File: config.mk
export PLATFORM = sky130hd
export DESIGN_NAME = pif_top
export DESIGN_NICKNAME = d
export VERILOG_FILES = /design/src/design/pif_pkg.sv /design/src/design/pif_apb_slave.sv /design/src/design/pif_flag_bank.sv /design/src/design/pif_top.sv
export SDC_FILE = /design/constraint.sdc
export NUM_CORES = 1
export LEC_CHECK = 0
export ABC_AREA = 1
export ABC_CLOCK_PERIOD_IN_PS = 2500
export BUFFER_PORTS_ARGS = -buffer_cell sky130_fd_sc_hd__clkbuf_2
export CAP_MARGIN = 15
export CORE_UTILIZATION = 45
export DETAILED_ROUTE_END_ITERATION = 8
export GPL_TIMING_DRIVEN = 0
export PLACE_DENSITY = 0.74
export SLEW_MARGIN = 20
export SYNTH_ARGS = -nofsm -noshare
export SYNTH_HDL_FRONTEND = slang
export SYNTH_SLANG_ARGS = --single-unit
File: constraint.sdc
create_clock -name ref_clk -period 2.5 [get_ports ref_clk]
set_clock_uncertainty 0.1 [all_clocks]
set_input_delay 0.25 -clock ref_clk [delete_from_list [all_inputs] [get_ports ref_clk]]
set_output_delay 0.25 -clock ref_clk [all_outputs]
set_load 0.05 [all_outputs]
File: src/design/pif_pkg.sv
// constants, register map and carrier types of the peripheral interrupt flag/enable block
package pif_pkg;

  localparam int unsigned ADDR_W   = 12;
  localparam int unsigned DATA_W   = 32;
  localparam int unsigned BANK_W   = 8;

  // register byte offsets, one aligned word each
  localparam logic [ADDR_W-1:0] OFS_FLAGS2 = 12'h000;
  localparam logic [ADDR_W-1:0] OFS_EN1    = 12'h004;
  localparam logic [ADDR_W-1:0] OFS_EN2    = 12'h008;
  localparam logic [ADDR_W-1:0] OFS_CTRL   = 12'h00C;
  localparam logic [ADDR_W-1:0] OFS_FLAGS1 = 12'h010;
  localparam logic [ADDR_W-1:0] OFS_STAT   = 12'h014;
  localparam logic [ADDR_W-1:0] OFS_MASK   = 12'h018;

  // second flag bank bit positions
  localparam int unsigned BIT_OSC_FAIL    = 7;
  localparam int unsigned BIT_CMP_CHANGE  = 6;
  localparam int unsigned BIT_USB_REQ     = 5;
  localparam int unsigned BIT_NV_DONE     = 4;
  localparam int unsigned BIT_BUS_COLL    = 3;
  localparam int unsigned BIT_VOLT_DET    = 2;
  localparam int unsigned BIT_TIMER_THREE_OVF    = 1;
  localparam int unsigned BIT_CAPCOMP2    = 0;

  // control register bits
  localparam int unsigned CTRL_PGE_BIT    = 6;
  localparam int unsigned CTRL_PRIORITY_MODE_ENABLE_BIT   = 7;

  localparam logic [BANK_W-1:0] RST_BANK  = 8'h00;
  localparam logic [DATA_W-1:0] RST_WORD  = 32'h0000_0000;

  // capture/compare unit 2 operating mode, one-hot
  typedef enum logic [2:0] {
    PIF_CCP_CAPTURE = 3'b001,
    PIF_CCP_COMPARE = 3'b010,
    PIF_CCP_PWM     = 3'b100
  } pif_ccp_mode_t;

  // one-cycle event pulses from the peripherals
  typedef struct packed {
    logic osc_fail;
    logic comparator_change;
    logic usb_request;
    logic nv_write_done;
    logic bus_collision;
    logic voltage_detect;
    logic timer3_overflow;
    logic capcomp2_capture;
    logic capcomp2_compare;
  } pif_events_t;

  typedef struct packed {
    logic [ADDR_W-1:0] paddr;
    logic              psel;
    logic              penable;
    logic              pwrite;
    logic [DATA_W-1:0] pwdata;
  } pif_apb_req_t;

endpackage

File: src/design/pif_apb_slave.sv
// APB slave front end: one wait-free access phase, registered answer
`timescale 1ns/10ps
module pif_apb_slave (
  input  wire logic                          clk,
  input  wire logic                          rst,
  input  wire pif_pkg::pif_apb_req_t         req,
  input  wire logic [pif_pkg::DATA_W-1:0]    rdata_mux,
  input  wire logic                          addr_err,
  output logic      [pif_pkg::DATA_W-1:0]    prdata,
  output logic                               pready,
  output logic                               pslverr,
  output logic                               setup_stb,
  output logic                               wr_stb,
  output logic                               rd_stb
);
  import pif_pkg::*;

  logic              pready_q;
  logic              pslverr_q;
  logic [DATA_W-1:0] prdata_q;
  logic              done;

  assign setup_stb = req.psel & ~req.penable & ~pready_q;
  assign done      = req.psel & req.penable & pready_q;
  // unmapped addresses are refused: no write, no read side effect
  assign wr_stb    = done & req.pwrite & ~pslverr_q;
  assign rd_stb    = done & ~req.pwrite & ~pslverr_q;

  always_ff @(posedge clk) begin
    if (rst) begin
      pready_q <= 1'b0;
    end else begin
      pready_q <= setup_stb;
    end
  end

  // answer decided at setup so that pready and prdata leave flip-flops
  always_ff @(posedge clk) begin
    if (rst) begin
      prdata_q  <= RST_WORD;
      pslverr_q <= 1'b0;
    end else if (setup_stb) begin
      prdata_q  <= req.pwrite ? RST_WORD : rdata_mux;
      pslverr_q <= addr_err;
    end else if (pready_q) begin
      // the answer stands exactly one cycle, whatever the master does next
      prdata_q  <= RST_WORD;
      pslverr_q <= 1'b0;
    end
  end

  assign prdata  = prdata_q;
  assign pready  = pready_q;
  assign pslverr = pslverr_q;

endmodule

File: src/design/pif_flag_bank.sv
// sticky flag bank: hardware set wins over software write and clear
`timescale 1ns/10ps
module pif_flag_bank #(
  parameter int unsigned WIDTH = 8
) (
  input  wire logic             clk,
  input  wire logic             rst,
  input  wire logic [WIDTH-1:0] set_vec,
  input  wire logic [WIDTH-1:0] clr_vec,
  input  wire logic             wr_en,
  input  wire logic [WIDTH-1:0] wr_data,
  output logic      [WIDTH-1:0] flags_q
);
  import pif_pkg::*;

  if (WIDTH < 1) begin : g_bad_width
    $error("pif_flag_bank: WIDTH must be at least 1");
  end

  logic [WIDTH-1:0] next_q;

  // one process owns the whole vector; an event in the clearing cycle is kept
  for (genvar i = 0; i < WIDTH; i++) begin : g_bit
    assign next_q[i] = ((wr_en ? wr_data[i] : flags_q[i]) & ~clr_vec[i]) | set_vec[i];
  end

  always_ff @(posedge clk) begin
    if (rst) begin
      flags_q <= '0;
    end else begin
      flags_q <= next_q;
    end
  end

endmodule

File: src/design/pif_top.sv
// peripheral interrupt flags (second bank), enables and request gating
`timescale 1ns/10ps

// Functional notes
// - oscillator fail sets bit 7, sticky until software clears it
// - comparator change sets bit 6, sticky until software writes zero
// - USB engine request sets bit 5, sticky until software clears it
// - nonvolatile write finish sets bit 4; zero otherwise; software clears
// - serial bus collision sets bit 3, sticky until software clears it
// - voltage detector trip sets bit 2, sticky until software clears it
// - timer three overflow sets bit 1, sticky until software clears it
// - capture mode: timer capture sets bit 0; software clears
// - compare mode: compare match sets bit 0; pulse-width mode never sets
// - priority mode off: no peripheral request passes without global enable
// - two enable registers, one bit per source masking its flag
// - second flag register is 8 bits, read/write, reset to zero
// - first enable register: eight read/write enables, reset zero, fixed order
// - flags set on events regardless of any enable, allowing polling
// - priority mode on: same enable bit acts as low-priority global enable
module pif_top (
  input  wire logic                          ref_clk,
  input  wire logic                          sys_rst,
  input  wire pif_pkg::pif_apb_req_t         apb_req,
  output logic      [pif_pkg::DATA_W-1:0]    prdata,
  output logic                               pready,
  output logic                               pslverr,
  input  wire pif_pkg::pif_events_t          events,
  input  wire pif_pkg::pif_ccp_mode_t        capcomp2_mode,
  input  wire logic [pif_pkg::BANK_W-1:0]    flags1_in,
  output logic                               peripheral_irq,
  output logic                               low_priority_irq,
  output logic                               irq
);
  import pif_pkg::*;

  // elaboration checks: every field must fit the bank and the bus word
  if (BANK_W > DATA_W) begin : g_bad_bank_w
    $error("pif_top: BANK_W must not exceed DATA_W");
  end
  if ((BIT_OSC_FAIL >= BANK_W) || (BIT_CMP_CHANGE >= BANK_W) ||
      (BIT_USB_REQ >= BANK_W) || (BIT_NV_DONE >= BANK_W) ||
      (BIT_BUS_COLL >= BANK_W) || (BIT_VOLT_DET >= BANK_W) ||
      (BIT_TIMER_THREE_OVF >= BANK_W) || (BIT_CAPCOMP2 >= BANK_W)) begin : g_bad_flag_bit
    $error("pif_top: a flag bit lies outside the bank");
  end
  if ((CTRL_PGE_BIT >= BANK_W) || (CTRL_PRIORITY_MODE_ENABLE_BIT >= BANK_W) ||
      (CTRL_PGE_BIT == CTRL_PRIORITY_MODE_ENABLE_BIT)) begin : g_bad_ctrl_bit
    $error("pif_top: control bits must be distinct and inside the low byte");
  end
  // word aligned and strictly rising offsets keep every decode unique
  if ((OFS_FLAGS2[1:0] != 2'h0) || (OFS_EN1[1:0] != 2'h0) ||
      (OFS_EN2[1:0] != 2'h0) || (OFS_CTRL[1:0] != 2'h0) ||
      (OFS_FLAGS1[1:0] != 2'h0) || (OFS_STAT[1:0] != 2'h0) ||
      (OFS_MASK[1:0] != 2'h0)) begin : g_bad_align
    $error("pif_top: register offsets must be word aligned");
  end
  if ((OFS_FLAGS2 >= OFS_EN1) || (OFS_EN1 >= OFS_EN2) ||
      (OFS_EN2 >= OFS_CTRL) || (OFS_CTRL >= OFS_FLAGS1) ||
      (OFS_FLAGS1 >= OFS_STAT) || (OFS_STAT >= OFS_MASK)) begin : g_bad_order
    $error("pif_top: register offsets must rise strictly");
  end

  logic [BANK_W-1:0] flags2_q;
  logic [BANK_W-1:0] en1_q;
  logic [BANK_W-1:0] en2_q;
  logic              pge_q;
  logic              priority_mode_enable_q;
  logic [BANK_W-1:0] stat_q;
  logic [BANK_W-1:0] mask_q;
  logic [BANK_W-1:0] stat_snap_q;
  logic              periph_irq_q;
  logic              low_irq_q;
  logic              irq_q;

  logic [BANK_W-1:0] set2;
  logic [DATA_W-1:0] rdata_mux;
  logic              addr_err;
  logic              setup_stb;
  logic              wr_stb;
  logic              rd_stb;
  logic [BANK_W-1:0] wbyte;
  logic              hit_flags2;
  logic              hit_en1;
  logic              hit_en2;
  logic              hit_ctrl;
  logic              hit_flags1;
  logic              hit_stat;
  logic              hit_mask;
  logic              cap_set;
  logic              cmp_set;
  logic              any_req;
  logic              mode_capture;
  logic              mode_compare;
  logic              wr_flags2;
  logic              wr_en1;
  logic              wr_en2;
  logic              wr_ctrl;
  logic              wr_mask;
  logic              rd_stat;
  logic [BANK_W-1:0] stat_clr;
  logic [BANK_W-1:0] ctrl_view;
  logic [BANK_W-1:0] req1;
  logic [BANK_W-1:0] req2;
  logic [BANK_W-1:0] stat_req;

  // register bus
  pif_apb_slave u_apb (
    .clk       (ref_clk),
    .rst       (sys_rst),
    .req       (apb_req),
    .rdata_mux (rdata_mux),
    .addr_err  (addr_err),
    .prdata    (prdata),
    .pready    (pready),
    .pslverr   (pslverr),
    .setup_stb (setup_stb),
    .wr_stb    (wr_stb),
    .rd_stb    (rd_stb)
  );

  assign wbyte      = apb_req.pwdata[BANK_W-1:0];
  assign hit_flags2 = (apb_req.paddr == OFS_FLAGS2);
  assign hit_en1    = (apb_req.paddr == OFS_EN1);
  assign hit_en2    = (apb_req.paddr == OFS_EN2);
  assign hit_ctrl   = (apb_req.paddr == OFS_CTRL);
  assign hit_flags1 = (apb_req.paddr == OFS_FLAGS1);
  assign hit_stat   = (apb_req.paddr == OFS_STAT);
  assign hit_mask   = (apb_req.paddr == OFS_MASK);

  // completed accesses per register; a refused access reaches none of these
  assign wr_flags2 = wr_stb & hit_flags2;
  assign wr_en1    = wr_stb & hit_en1;
  assign wr_en2    = wr_stb & hit_en2;
  assign wr_ctrl   = wr_stb & hit_ctrl;
  assign wr_mask   = wr_stb & hit_mask;
  assign rd_stat   = rd_stb & hit_stat;
  // only the bits shown to the reader are cleared
  assign stat_clr  = rd_stat ? stat_snap_q : RST_BANK;

  // control word as read back; its other bits are unused and read zero
  always_comb begin
    ctrl_view                = RST_BANK;
    ctrl_view[CTRL_PGE_BIT]  = pge_q;
    ctrl_view[CTRL_PRIORITY_MODE_ENABLE_BIT] = priority_mode_enable_q;
  end

  // read mux and decode; narrow registers sit in the low byte
  always_comb begin
    rdata_mux = RST_WORD;
    addr_err  = 1'b0;
    if (hit_flags2) begin
      rdata_mux[BANK_W-1:0] = flags2_q;
    end else if (hit_en1) begin
      rdata_mux[BANK_W-1:0] = en1_q;
    end else if (hit_en2) begin
      rdata_mux[BANK_W-1:0] = en2_q;
    end else if (hit_ctrl) begin
      rdata_mux[BANK_W-1:0] = ctrl_view;
    end else if (hit_flags1) begin
      rdata_mux[BANK_W-1:0] = flags1_in;
    end else if (hit_stat) begin
      rdata_mux[BANK_W-1:0] = stat_q;
    end else if (hit_mask) begin
      rdata_mux[BANK_W-1:0] = mask_q;
    end else begin
      addr_err = 1'b1;
    end
  end

  // capture/compare unit 2: the mode decides which event counts
  assign mode_capture = (capcomp2_mode == PIF_CCP_CAPTURE);
  assign mode_compare = (capcomp2_mode == PIF_CCP_COMPARE);
  // pulse-width mode matches neither, so the unit never sets its flag there
  assign cap_set = events.capcomp2_capture & mode_capture;
  assign cmp_set = events.capcomp2_compare & mode_compare;

  // set vector of the second flag bank, independent of every enable
  always_comb begin
    set2                 = RST_BANK;
    set2[BIT_OSC_FAIL]   = events.osc_fail;
    set2[BIT_CMP_CHANGE] = events.comparator_change;
    set2[BIT_USB_REQ]    = events.usb_request;
    set2[BIT_NV_DONE]    = events.nv_write_done;
    set2[BIT_BUS_COLL]   = events.bus_collision;
    set2[BIT_VOLT_DET]   = events.voltage_detect;
    set2[BIT_TIMER_THREE_OVF]   = events.timer3_overflow;
    set2[BIT_CAPCOMP2]   = cap_set | cmp_set;
  end

  // software writes any value; writing zero is the documented clear
  pif_flag_bank #(
    .WIDTH (BANK_W)
  ) u_flags2 (
    .clk     (ref_clk),
    .rst     (sys_rst),
    .set_vec (set2),
    .clr_vec (RST_BANK),
    .wr_en   (wr_flags2),
    .wr_data (wbyte),
    .flags_q (flags2_q)
  );

  // event status: only the bits shown to the reader are cleared, so an
  // event that lands between setup and completion survives the read
  pif_flag_bank #(
    .WIDTH (BANK_W)
  ) u_stat (
    .clk     (ref_clk),
    .rst     (sys_rst),
    .set_vec (set2),
    .clr_vec (stat_clr),
    .wr_en   (1'b0),
    .wr_data (RST_BANK),
    .flags_q (stat_q)
  );

  always_ff @(posedge ref_clk) begin
    if (sys_rst) begin
      stat_snap_q <= RST_BANK;
    end else if (setup_stb) begin
      stat_snap_q <= stat_q;
    end
  end

  // enable banks; the second mirrors the layout of the second flag bank
  always_ff @(posedge ref_clk) begin
    if (sys_rst) begin
      en1_q <= RST_BANK;
    end else if (wr_en1) begin
      en1_q <= wbyte;
    end
  end

  always_ff @(posedge ref_clk) begin
    if (sys_rst) begin
      en2_q <= RST_BANK;
    end else if (wr_en2) begin
      en2_q <= wbyte;
    end
  end

  always_ff @(posedge ref_clk) begin
    if (sys_rst) begin
      pge_q <= 1'b0;
    end else if (wr_ctrl) begin
      pge_q <= apb_req.pwdata[CTRL_PGE_BIT];
    end
  end

  // priority mode picks which request output the sources drive
  always_ff @(posedge ref_clk) begin
    if (sys_rst) begin
      priority_mode_enable_q <= 1'b0;
    end else if (wr_ctrl) begin
      priority_mode_enable_q <= apb_req.pwdata[CTRL_PRIORITY_MODE_ENABLE_BIT];
    end
  end

  always_ff @(posedge ref_clk) begin
    if (sys_rst) begin
      mask_q <= RST_BANK;
    end else if (wr_mask) begin
      mask_q <= wbyte;
    end
  end

  // per-source masking of both flag banks and of the event status
  for (genvar i = 0; i < BANK_W; i++) begin : g_req
    assign req1[i]     = flags1_in[i] & en1_q[i];
    assign req2[i]     = flags2_q[i] & en2_q[i];
    assign stat_req[i] = stat_q[i] & mask_q[i];
  end
  assign any_req = (|req1) | (|req2);

  // priority registers live elsewhere, so in priority mode every source here
  // is treated as low priority and the same enable bit gates it
  always_ff @(posedge ref_clk) begin
    if (sys_rst) begin
      periph_irq_q <= 1'b0;
    end else begin
      periph_irq_q <= any_req & pge_q & ~priority_mode_enable_q;
    end
  end

  always_ff @(posedge ref_clk) begin
    if (sys_rst) begin
      low_irq_q <= 1'b0;
    end else begin
      low_irq_q <= any_req & pge_q & priority_mode_enable_q;
    end
  end

  always_ff @(posedge ref_clk) begin
    if (sys_rst) begin
      irq_q <= 1'b0;
    end else begin
      irq_q <= |stat_req;
    end
  end

  assign peripheral_irq   = periph_irq_q;
  assign low_priority_irq = low_irq_q;
  assign irq              = irq_q;

endmodule

**Word-level counts from Yosys, hierarchy flattened**

Index checks and enable logic that the tools add are counted.

- Word-level logic and storage cells: 137
- Input bits: 69
- Flip-flop bits (word level): 87
- Output and inout port bits: 37

- Eq/ne operators: 8
- Bitwise logic cells: 82
- Reduce and logical (&&, ||, !) cells: 5
- Muxes and demuxes: 28

Operators with widths:

| operator | count |
|---|---|
| 8-bit two-way mux | 9 |
| 32-bit two-way mux | 2 |
| 1-bit bitwise AND | 51 |
| 12-bit by 5-bit == test with 1-bit output, second input constant | 3 |
| 12-bit by 4-bit == test with 1-bit output, second input constant | 2 |
| 8-bit OR reduction | 3 |
| 1-bit bitwise OR | 18 |
| 1-bit two-way mux | 17 |
| 1-bit NOT | 13 |
| 12-bit by 3-bit == test with 1-bit output, second input constant | 1 |
| 12-bit zero test | 1 |
| 3-bit by 1-bit == test with 1-bit output, second input constant | 1 |
| 3-bit by 2-bit == test with 1-bit output, second input constant | 1 |
| 2-bit nonzero test | 1 |

**Longest topological paths before layout**

Gate-level depths: netlist of run 1.

- Depth after elaboration: 10
- Gate-level depth with buffers: 12
- Gate-level depth less buffers: 11

**Modules after synthesis**

Synthesis of run 1 repeated with hierarchy kept, for this count alone.

- Cell total of the unflattened synthesis: 714
- Area, all modules: 4,870.9 um2

By module, submodules not included:

| module | area each (um2) | sequential area each (um2) | cells each | times used |
|---|---|---|---|---|
| pif_top | 2,314.7 | 740.7 | 342 | 1 |
| pif_apb_slave | 1,460.2 | 680.7 | 222 | 1 |
| pif_flag_bank | 548.0 | 160.2 | 75 | 2 |

**Worst setup path before layout of run 1**

Ideal clock, no wire load.

- Kind: register to register
- Start: reg u_apb.pready_q (netlist: u_apb.pready)
- End: reg u_flags2.flags_q[6]
- Setup slack: 0.645 ns
- Clock period less this slack: 1.855 ns
- Path buffers: 0
- Library setup time: 0.113 ns
- Stages on the path, launching flop included: 10
- Arrival: 1.642 ns
- Required time: 2.287 ns
- Path through: dfxtp_1 > nand3_1 > nor3_4 > inv_2 > nor2_8 > inv_2 > nand2_1 > o21ai_1 > o21ai_1 > inv_1

- Longest elaborated chain between the ends: 6

RTL lines:

| what | RTL line | RTL |
|---|---|---|
| start: declaration | pif_apb_slave.sv:18 | `logic pready_q;` |
| start signal: assignment | pif_apb_slave.sv:33 | `pready_q <= setup_stb;` |
| 1-bit bitwise AND | pif_apb_slave.sv:24 | `assign done = req.psel & req.penable & pready_q;` |
| 1-bit bitwise AND (2 in series) | pif_apb_slave.sv:26 | `assign wr_stb = done & req.pwrite & ~pslverr_q;` |
| 1-bit bitwise AND | pif_top.sv:131 | `assign wr_flags2 = wr_stb & hit_flags2;` |
| 1-bit two-way mux | pif_flag_bank.sv:24 | `assign next_q[i] = ((wr_en ? wr_data[i] : flags_q[i]) & ~clr_vec[i]) \| set_vec[i];` |
| 1-bit bitwise OR | pif_flag_bank.sv:24 |  |
| end signal: assignment | pif_flag_bank.sv:31 | `flags_q <= next_q;` |
| end: declaration | pif_flag_bank.sv:12 | `output logic [WIDTH-1:0] flags_q` |

Every way passes these cells.
A chain may end at the register's enable or synchronous reset.

**Worst setup path after layout of run 1**

- Start: reg u_apb.pready_q (netlist: u_apb.pready)
- End: reg en1_q[5]

- Longest elaborated chain between the ends: 4

RTL lines:

| what | RTL line | RTL |
|---|---|---|
| 1-bit bitwise AND | pif_apb_slave.sv:24 |  |
| 1-bit bitwise AND (2 in series) | pif_apb_slave.sv:26 |  |
| 1-bit bitwise AND | pif_top.sv:132 | `assign wr_en1 = wr_stb & hit_en1;` |
| end signal: assignment | pif_top.sv:230 | `en1_q <= wbyte;` |
| end: declaration | pif_top.sv:64 | `logic [BANK_W-1:0] en1_q;` |

Every way passes these cells.

==> impl_results.md, run 1 <==
* Outcome: finished clean
* Peak supply drop at 0.000300 V
* Worst slew pin tran at 0.746 ns
* Grt ovf at 0
* Area Growth Syn to Fin at 20.4%
* Latest clock arrival within the worst-skew pair at 0.35 ns
* Max Buffers Root-to-Sink at 2
* Min-delay src: events[8]
* Min-Delay Path Class: in2reg
* CTS tree: done
* Net Switching at 0.000604 W
* Core area at 0.00691 mm2
* LEAKAGE at 1.99 nW
* Reg-to-reg slack, setup at 0.61 ns
* WP data required at 2.64 ns
* Worst r2r path cells at 6
* Share of post-route cells with drive strength above 1 at 21.0%
* Mapped Area at 0.00329 mm2
* Setup WS post-layout at 0.611 ns
* Gpl congestion at 0.904
* Post-CTS Setup Bufs at 0
* Post-Route Utilization at 57.3%
* I/O pin count at 106
* Remaining routing DRC violations at 0
* Die width at 87.5 um
* Pwr dens at 538 mW/mm2
* Critical Path Fanout Max at 10
* Final Max Tran Viols at 0
* Post-DP HPWL at 6.74 mm
* Synth area leader: dfxtp_1
* Synth Warn # at 0
* RSZ-0062 raised after global routing: false
* Post-synth EDFFs at 0
* Die Span Y at 87.5 um
* Vias in the first global route at 3100
* Multiplexer share of the synthesized area at 0%
* DRT antenna net count at 0
* Post-synth cell types at 27
* Final hold vios at 0
* Part of the cycle the worst path needs at 75.6%
* Synth Area in Adders at 0%
* Wire per inst at 13.0 um
* # rows at 30
* Most used DFF post-synth: dfxtp_1
* CTS Sinks at 63
* Worst-path clk slew at 0.07 ns
* Class of the most critical setup path: reg2reg
* Total CTS buffers at 9
* Clock power share at 37.8%
* Compound-Gate Fraction of Synth Area at 18.4%
* Simple-Gate Fraction of Synth Area at 25.6%
* Startpoint Class: flip-flop
* Avg Cell Area, Syn at 6.72 um2
* Max_slew headroom at 50.0%
* Port bufs at 57
* Cts repair resizes at 0
* First DRT Iteration DRCs at 210
* Final Setup Violations at 0
* Max-Cap Viols at 0
* Switching share of total power at 28.4%
* Hold EP: u_flags2.flags_q[7]
* Vias per cell at 4.96
* Post-synthesis xor/xnor area fraction at 0%
* Via count at 3381
* First-pass GRT wire length at 13.9 mm
* Worst r2r dst: en1_q[5]
* Hold Path Cell Cnt at 3
* Register bit total from synthesis at 63
* H-tree levels at 3
* Initial antenna violation count at 0
* RR Startpoint: u_apb.pready
* Die footprint at 0.00765 mm2
* Pre-CTS setup slack at 0.651 ns
* Setup Total Neg Slack at 0 ns
* CP arrival at 2.03 ns
* Drt total wl at 8.86 mm
* Power, Total at 0.00213 W
* Minimum clock period after layout at 1.89 ns
* Synth Instances at 489
* Initial core utilization at 47.6%
* Ranking of synthesized cells by area: dfxtp_1 38%, nand2_1 11%, inv_1 9.3%
* GRT Util Overall at 24.3%
* Largest family of logic cells by synthesized area: simple AND/OR/NAND/NOR gates
* Root Driver: clkbuf_8
* Crit. End Element: flip-flop
* Seq pwr share at 49.5%
* Logic pwr share at 12.7%
* Sequential fraction of the synthesis area at 38.4%
* CTS Hold Bufs at 0
* Int Power at 0.00152 W
* Ys async rst share at 0%
* ANT cells at 0
* Hold slack at 0.0511 ns
* DR pass1 iterations at 4
* Pin count of the biggest net entering global routing at 11
* Fmax achieved at 0.529 GHz
* Synth top area share at 38.4%
* Final net count at 649
-- worst max-delay path, stage by stage (launching register included) --
cell,delay (ns)
dfxtp_1,0.39
nand3_1,0.18
nor3_4,0.27
nand3_1,0.30
buf_2,0.29
o21ai_0,0.20
a21oi_1,0.05
-- cell usage in the layout (no fill, tap or decap), types with 6 or more instances in the layout --
| master | netlist | final |
|---|---|---|
| nand2_1 | 94 | 94 |
| inv_1 | 81 | 81 |
| dfxtp_1 | 63 | 63 |
| o21ai_0 | 60 | 60 |
| clkbuf_2 | 1 | 58 |
| nand3_1 | 50 | 50 |
| a21oi_1 | 44 | 44 |
| buf_4 | 26 | 26 |
| conb_1 | 1 | 24 |
| nor2_1 | 19 | 19 |
| clkbuf_8 | 0 | 11 |
| clkbuf_1 | 6 | 7 |
| o21ai_1 | 6 | 6 |
| nor3_1 | 7 | 6 |
-- cell type report --
cell class                 instances  area, um2
buffer                            38        254
clock buffer                      12        155
clock inverter                     4       20.0
fill                             712       2950
inverter                          86        323
multi-input combinational        325       1540
sequential                        63       1260
tap                               96        120
timing repair buffer              57        285
-- metrics by stage --
stage               area, um2  cells
floorplan                3370    512
global placement         3780    665
detailed placement       3780    665
CTS                      3960    681
global route             3960    681
finish                   3960    681
-- registers in the layout (all words and copies together), names as in the netlist, 8 cells and up --
signal	count
u_apb.prdata	8
en1_q	8
stat_snap_q	8
u_flags2.flags_q	8
mask_q	8
u_stat.flags_q	8
en2_q	8
-- cells in the mapped netlist (2+ instances only) --
cell / count
nand2_1: 94
inv_1: 81
dfxtp_1: 63
o21ai_0: 60
nand3_1: 50
a21oi_1: 44
buf_4: 26
nor2_1: 19
nor3_1: 7
clkbuf_1: 6
o21ai_1: 6
inv_2: 5
nor2_2: 5
a221oi_1: 4
buf_2: 4
nand2_2: 3
nand4_1: 2
-- power by group through the flow --
stage | Combinational, W | Sequential (W) | Clock, W
final | 0.000271 | 0.00105 | 0.000804
after global routing | 0.000296 | 0.00106 | 0.000859
after CTS | 0.000269 | 0.00105 | 0.000811
after detailed placement | 0.000268 | 0.00108 | 0
after global placement | 0.000265 | 0.00108 | 0
after floorplan | 0.000189 | 0.00108 | 0
-- layer usage --
| metal | GRT usage [%] | up-vias | part of all wire, % |
|---|---|---|---|
| li1 | - | 1708 | - |
| met1 | 28.6 | 1520 | 43 |
| met2 | 40.1 | 130 | 47 |
| met3 | 5.31 | 23 | 6.4 |
| met4 | 15.4 | 0 | 3.3 |
| met5 | 0 | - | 0 |
-- worst max-delay path by stage --
stage | startpoint | endpoint | cells past startpoint | slack (ns)
after floorplan | u_apb.pready | u_flags2.flags_q[6] | 9 | 0.64
after global placement | apb_req[34] | u_apb.prdata[3] | 6 | 0.61
after detailed placement | u_apb.pready | en1_q[5] | 6 | 0.65
after CTS | u_apb.pready | en1_q[5] | 6 | 0.63
after global routing | u_apb.pready | en1_q[5] | 6 | 0.52
final | u_apb.pready | en1_q[5] | 6 | 0.61
-- cell families (layout without fill, tap and decap cells) --
logic type             after synthesis  in the layout
buffers and inverters              124            197
flip-flops                          63             63
AND/OR/NAND/NOR                    185            185
AO/OA/AOI/OAI                      116            116
other                                1             24
No activity file was read; power rests on OpenSTA's default activity.
==> run 2, diff against run 1 <==
Settings changed: ABC_AREA 1 to 0, ABC_CLOCK_PERIOD_IN_PS 2500 to 1500, PLACE_DENSITY 0.74 to 0.77.
Clock period 2.5 ns to 1.5 ns, I/O delays scaled along.
==> impl_results.md, run 2 <==
* Die Span Y at 85.8 um
* Synth top area share at 39.9%
* Final Setup Violations at 44
* Post-synth cell types at 50
* Post-Route Utilization at 61.8%
* RSZ-0062 raised after global routing: true
* Startpoint Class: flip-flop
* Pwr dens at 898 mW/mm2
* Placed insts at 512
* Outcome: finished with violations
* WP data required at 1.62 ns
* Worst slew pin tran at 0.674 ns
* Remaining routing DRC violations at 0
* Fmax achieved at 0.592 GHz
* Minimum clock period after layout at 1.69 ns
* Hold Path Cell Cnt at 3
* Final Non-Filler Cells at 551
* Worst-path clk slew at 0.07 ns
* Setup WS post-layout at -0.188 ns
* Initial core utilization at 46.6%
* Top post-synthesis cells by count: 63 x dfxtp_1, 55 x mux2i_1, 55 x nor2_1
* Max_slew headroom at 55.0%
* Grt ovf at 0
* Drt total wl at 8.82 mm
* DRT antenna net count at 0
* Most used DFF post-synth: dfxtp_1
* Initial antenna violation count at 0
* Root Driver: clkbuf_8
* Commonest non-fill, non-tap cell in the layout: clkbuf_2
* Post-DP HPWL at 6.33 mm
* Area Growth Syn to Fin at 32.8%
* Placed instance area at 0.00369 mm2
* Mapped Area at 0.00316 mm2
* Latest clock arrival within the worst-skew pair at 0.35 ns
* LEAKAGE at 2.06 nW
* CTS Sinks at 63
* Max Buffers Root-to-Sink at 2
* Register bit total from synthesis at 63
* I/O pin count at 106
* Commonest non-fill, non-tap cells in the layout: 56 x clkbuf_2, 55 x mux2i_1, 55 x dfxtp_1, 53 x nor2_1, 36 x buf_4
* CTS tree: done
* Final net count at 519
* Grt met2 use at 39.3%
* Die width at 85.8 um
* Synth Warn # at 0
* Post-synth EDFFs at 0
* Final hold vios at 0
* Part of the cycle the worst path needs at 113%
* Vias in the first global route at 2708
* Die footprint at 0.00737 mm2
* Pre-CTS setup slack at -0.502 ns
* Most frequent cell after synthesis: dfxtp_1
* ANT cells at 0
* Ys async rst share at 0%
* Ranking of synthesized cells by area: dfxtp_1 40%, mux2i_1 17%, nor2_1 6.5%
* Gpl congestion at 0.940
* RR Startpoint: u_apb.pslverr
* Layer with the highest usage: met2
* Core area at 0.00679 mm2
* Met3 Resource Use GR at 3.75%
* Worst r2r path cells at 6
* Worst r2r dst: pge_q
* Failing checks: negative setup slack
* DR pass1 iterations at 5
* Via count at 2904
* Vias per cell at 5.27
* Met1 Use GR at 32.2%
* GRT Util Overall at 24.0%
* # rows at 30
* Sequential fraction of the synthesis area at 39.9%
* Reg-to-reg slack, setup at -0.19 ns
* Hold EP: u_flags2.flags_q[0]
* Total CTS buffers at 9
* First DRT Iteration DRCs at 195
* Wire per inst at 16.0 um
* CP arrival at 1.80 ns
* Synth Instances at 338
* Max-Cap Viols at 0
* Min-Delay Path Class: in2reg
* Share of post-route cells with drive strength above 1 at 34.5%
* Hold slack at 0.00739 ns
* H-tree levels at 3
* Final Max Tran Viols at 0
* Min-delay src: capcomp2_mode[2]
* Critical Path Fanout Max at 3
* Class of the most critical setup path: reg2reg
* Crit. End Element: flip-flop
* Port bufs at 55
* Pin count of the biggest net entering global routing at 12
* Peak supply drop at 0.000572 V
* Synth area leader: dfxtp_1
* Avg Cell Area, Syn at 9.36 um2
* Post-route cell area at 0.00420 mm2
* First-pass GRT wire length at 13.4 mm
-- run 2: cell types whose count changed after synthesis, moves of 31 or more --
| cell | before | now |
|---|---|---|
| inv_1 | 81 | 8 |
| o21ai_0 | 60 | 13 |
| a21oi_1 | 44 | 13 |
| nand2_1 | 94 | 14 |
| nor2_1 | 19 | 55 |
| nand3_1 | 50 | 1 |
| mux2i_1 | 0 | 55 |
-- run 2: timing repair --
action                                 4_1_cts  5_1_grt
hold buffers                                 7        0
pin swaps                                    9       27
setup endpoints to repair                   61       57
gates resized for setup                     12       27
endpoints found under the hold margin       13        0
gates cloned                                 0        0
setup buffers                               10        6
-- run 2: per-stage QoR --
stage / setup TNS [ns] / power [W]
floorplan: -5.30 / 0.00214
global placement: -18.82 / 0.00229
detailed placement: -20.07 / 0.00230
CTS: -3.56 / 0.00375
global route: -8.34 / 0.00390
finish: -4.61 / 0.00377
-- run 2: logic make-up after synthesis --
group / after synthesis / synth area share (%)
flip-flops: 63 / 39.9
other: 1 / 0.119
AND/OR/NAND/NOR: 108 / 19.6
AO/OA/AOI/OAI: 65 / 14.4
multiplexers: 56 / 17.8
buffers and inverters: 45 / 8.27
-- run 2: worst max-delay path by stage --
stage | start | endpoint | slack (ns) | cells past startpoint
2_1_floorplan | apb_req[36] | mask_q[0] | -0.19 | 5
3_3_place_gp | apb_req[36] | mask_q[6] | -0.44 | 6
3_5_place_dp | apb_req[36] | mask_q[3] | -0.50 | 6
4_1_cts | u_apb.pslverr | priority_mode_enable_q | -0.19 | 6
5_1_grt | u_apb.pslverr | priority_mode_enable_q | -0.29 | 6
6_report | u_apb.pslverr | pge_q | -0.19 | 6
-- run 2: critical path, stage by stage (launching register included) --
cell and delay (ns):
dfxtp_4 0.34, nand3b_1 0.16, buf_6 0.14, nor4_4 0.29, nand4_1 0.26, mux2i_1 0.22
nor2_1 0.05
-- run 2: final cells by class --
class                   count  area (um2)
clock buffers              10         128
repair buffers             78         487
well taps                  96         120
flip-flops and latches     63        1280
fillers                   571        2590
inverters                   8        30.0
plain buffers              37         236
multi-input cells         253        1860
clock inverters             6        61.3
-- run 2: report_power, final --
part | total (W) | internal (W) | switching (W) | leakage, nW
Sequential | 0.00176 | 0.00171 | 0.0000507 | 0.517
Combinational | 0.000562 | 0.000200 | 0.000362 | 1.45
Clock | 0.00145 | 0.000761 | 0.000688 | 0.0960
-- run 2: metal layers --
metal / part of all wire [%] / wire (um) / up-vias
met5: 0 / 0 / -
met4: 1.5 / 135 / 0
met3: 5.6 / 496 / 18
met2: 48 / 4200 / 115
met1: 45 / 3990 / 1371
li1: - / - / 1400
==> run 3, diff against run 2 <==
Settings changed: ABC_CLOCK_PERIOD_IN_PS 1500 to 2050, PLACE_DENSITY 0.77 to 0.73.
Clock period 1.5 ns to 2.05 ns, I/O delays scaled along.
==> impl_results.md, run 3 (synthesis gave the netlist of run 2 again) <==
* Outcome: finished clean
* Gpl congestion at 0.933
* Total CTS buffers at 9
* Min-Delay Path Class: in2reg
* Vias per cell at 5.28
* Worst r2r path cells at 5
* Hold Path Cell Cnt at 3
* WP data required at 2.16 ns
* H-tree levels at 3
* Filler cells at 602
* Die footprint at 0.00737 mm2
* Crit. End Element: flip-flop
* ANT cells at 0
* Pwr dens at 723 mW/mm2
* Remaining routing DRC violations at 0
* Grt ovf at 0
* RR Startpoint: u_apb.pslverr
* Initial core utilization at 46.6%
* Int Power at 0.00204 W
* Hold EP: u_flags2.flags_q[7]
* Clock power share at 40.9%
* FF+latch area at 0.00126 mm2
* Root Driver: clkbuf_8
* Switching share of total power at 27.2%
* Area Growth Syn to Fin at 22.5%
* Vias in the first global route at 2472
* # rows at 30
* Final net count at 496
* Min-delay src: events[8]
* Class of the most critical setup path: reg2reg
* Seq pwr share at 46.0%
* Worst-path clk slew at 0.07 ns
* Drt total wl at 7.92 mm
* Die width at 85.8 um
* Commonest non-fill, non-tap cells in the layout: 62 x dfxtp_1, 55 x mux2i_1, 55 x clkbuf_2, 54 x nor2_1
* CTS Sinks at 63
* I/O pin count at 106
* First-pass GRT wire length at 12.4 mm
* Wire per inst at 15.0 um
* LEAKAGE at 1.91 nW
* GRT Util Overall at 22.3%
* Max Buffers Root-to-Sink at 2
* Worst r2r dst: u_flags2.flags_q[2]
* Hold slack at 0.0178 ns
* Minimum clock period after layout at 1.87 ns
* Final Setup Violations at 0
* CTS Hold Bufs at 0
* Die Span Y at 85.8 um
* CP arrival at 1.98 ns
* Pin count of the biggest net entering global routing at 12
* DRT antenna net count at 0
* Via count at 2790
* Setup Total Neg Slack at 0 ns
* Max-Cap Viols at 0
* Final Max Tran Viols at 0
* Post-DP HPWL at 6.16 mm
* Peak supply drop at 0.000570 V
* DR pass1 iterations at 5
* First DRT Iteration DRCs at 254
* Latest clock arrival within the worst-skew pair at 0.34 ns
* Area of the multi-input gates at 0.00174 mm2
* Initial antenna violation count at 0
* Critical Path Fanout Max at 8
* Commonest non-fill, non-tap cell in the layout: dfxtp_1
* Port bufs at 55
* CTS tree: done
* Logic pwr share at 13.1%
* Fmax achieved at 0.534 GHz
* Reg-to-reg slack, setup at 0.18 ns
* Share of post-route cells with drive strength above 1 at 26.2%
* Startpoint Class: flip-flop
* Max_slew headroom at 28.1%
* Worst slew pin tran at 1.08 ns
* Part of the cycle the worst path needs at 91.3%
* Core area at 0.00679 mm2
* RSZ-0062 raised after global routing: false
* Net Switching at 0.000762 W
* Final hold vios at 0
-- run 3: cell count changes in the layout (fill, tap and decap cells not counted), sizes merged --
cell,before,now
clkbuf,76,78
clkinv,4,3
clkinvlp,1,0
dlygate4sd3,7,0
buf,42,26
-- run 3: worst max path at each step --
stage	from	end	depth (start not counted)
CTS	u_apb.pslverr	en1_q[5]	5
global route	u_apb.pslverr	u_flags2.flags_q[2]	5
finish	u_apb.pslverr	u_flags2.flags_q[2]	5
detailed placement	apb_req[44]	en1_q[5]	6
floorplan	u_apb.pslverr	en1_q[6]	5
global placement	apb_req[36]	mask_q[0]	6
-- run 3: timing repair --
action / in CTS / in global routing
endpoints found under the setup margin: 0 / 10
buffers inserted: 0 / 0
resized for setup: 0 / 2
-- run 3: power by group through the flow --
| stage | logic, W | clock network, W | registers, W |
|---|---|---|---|
| final | 0.000368 | 0.00114 | 0.00129 |
| after global routing | 0.000396 | 0.00123 | 0.00129 |
| after CTS | 0.000364 | 0.00117 | 0.00129 |
| after detailed placement | 0.000363 | 0 | 0.00132 |
| after global placement | 0.000359 | 0 | 0.00131 |
| after floorplan | 0.000260 | 0 | 0.00131 |
-- run 3: cell type report --
class | count | share of cell area, %
multi-input combinational | 253 | 44.8
tap | 96 | 3.10
clock inverter | 4 | 1.36
clock buffer | 12 | 4.26
timing repair buffer | 55 | 7.10
buffer | 37 | 5.97
inverter | 8 | 0.775
sequential | 63 | 32.6
-- run 3: layer usage --
layer | GRT usage, % | share of wire (%) | up-vias
met5 | 0 | 0 | -
met4 | 8.48 | 1.7 | 0
met3 | 6.16 | 8.2 | 14
met2 | 33.7 | 44 | 141
met1 | 30.3 | 46 | 1278
li1 | - | - | 1357
-- run 3: critical path, stage by stage, from the launching register on --
cell and delay, ns:
dfxtp_1 0.33, nand3b_1 0.29, nor2_2 0.34, nand3_2 0.32, mux2i_1 0.28, a21oi_1 0.09
-- run 3: through the flow --
stage	std cells	total power (W)	util, %	worst slack [ns]	instance area (um2)
global route	528	0.00292	57.0	0.0653	3870
CTS	528	0.00282	56.9	0.0207	3860
global placement	512	0.00167	53.7	0.0453	3650
detailed placement	512	0.00168	53.7	0.0180	3650
floorplan	361	0.00157	-	0.0986	3250
finish	528	0.00280	57.0	0.178	3870
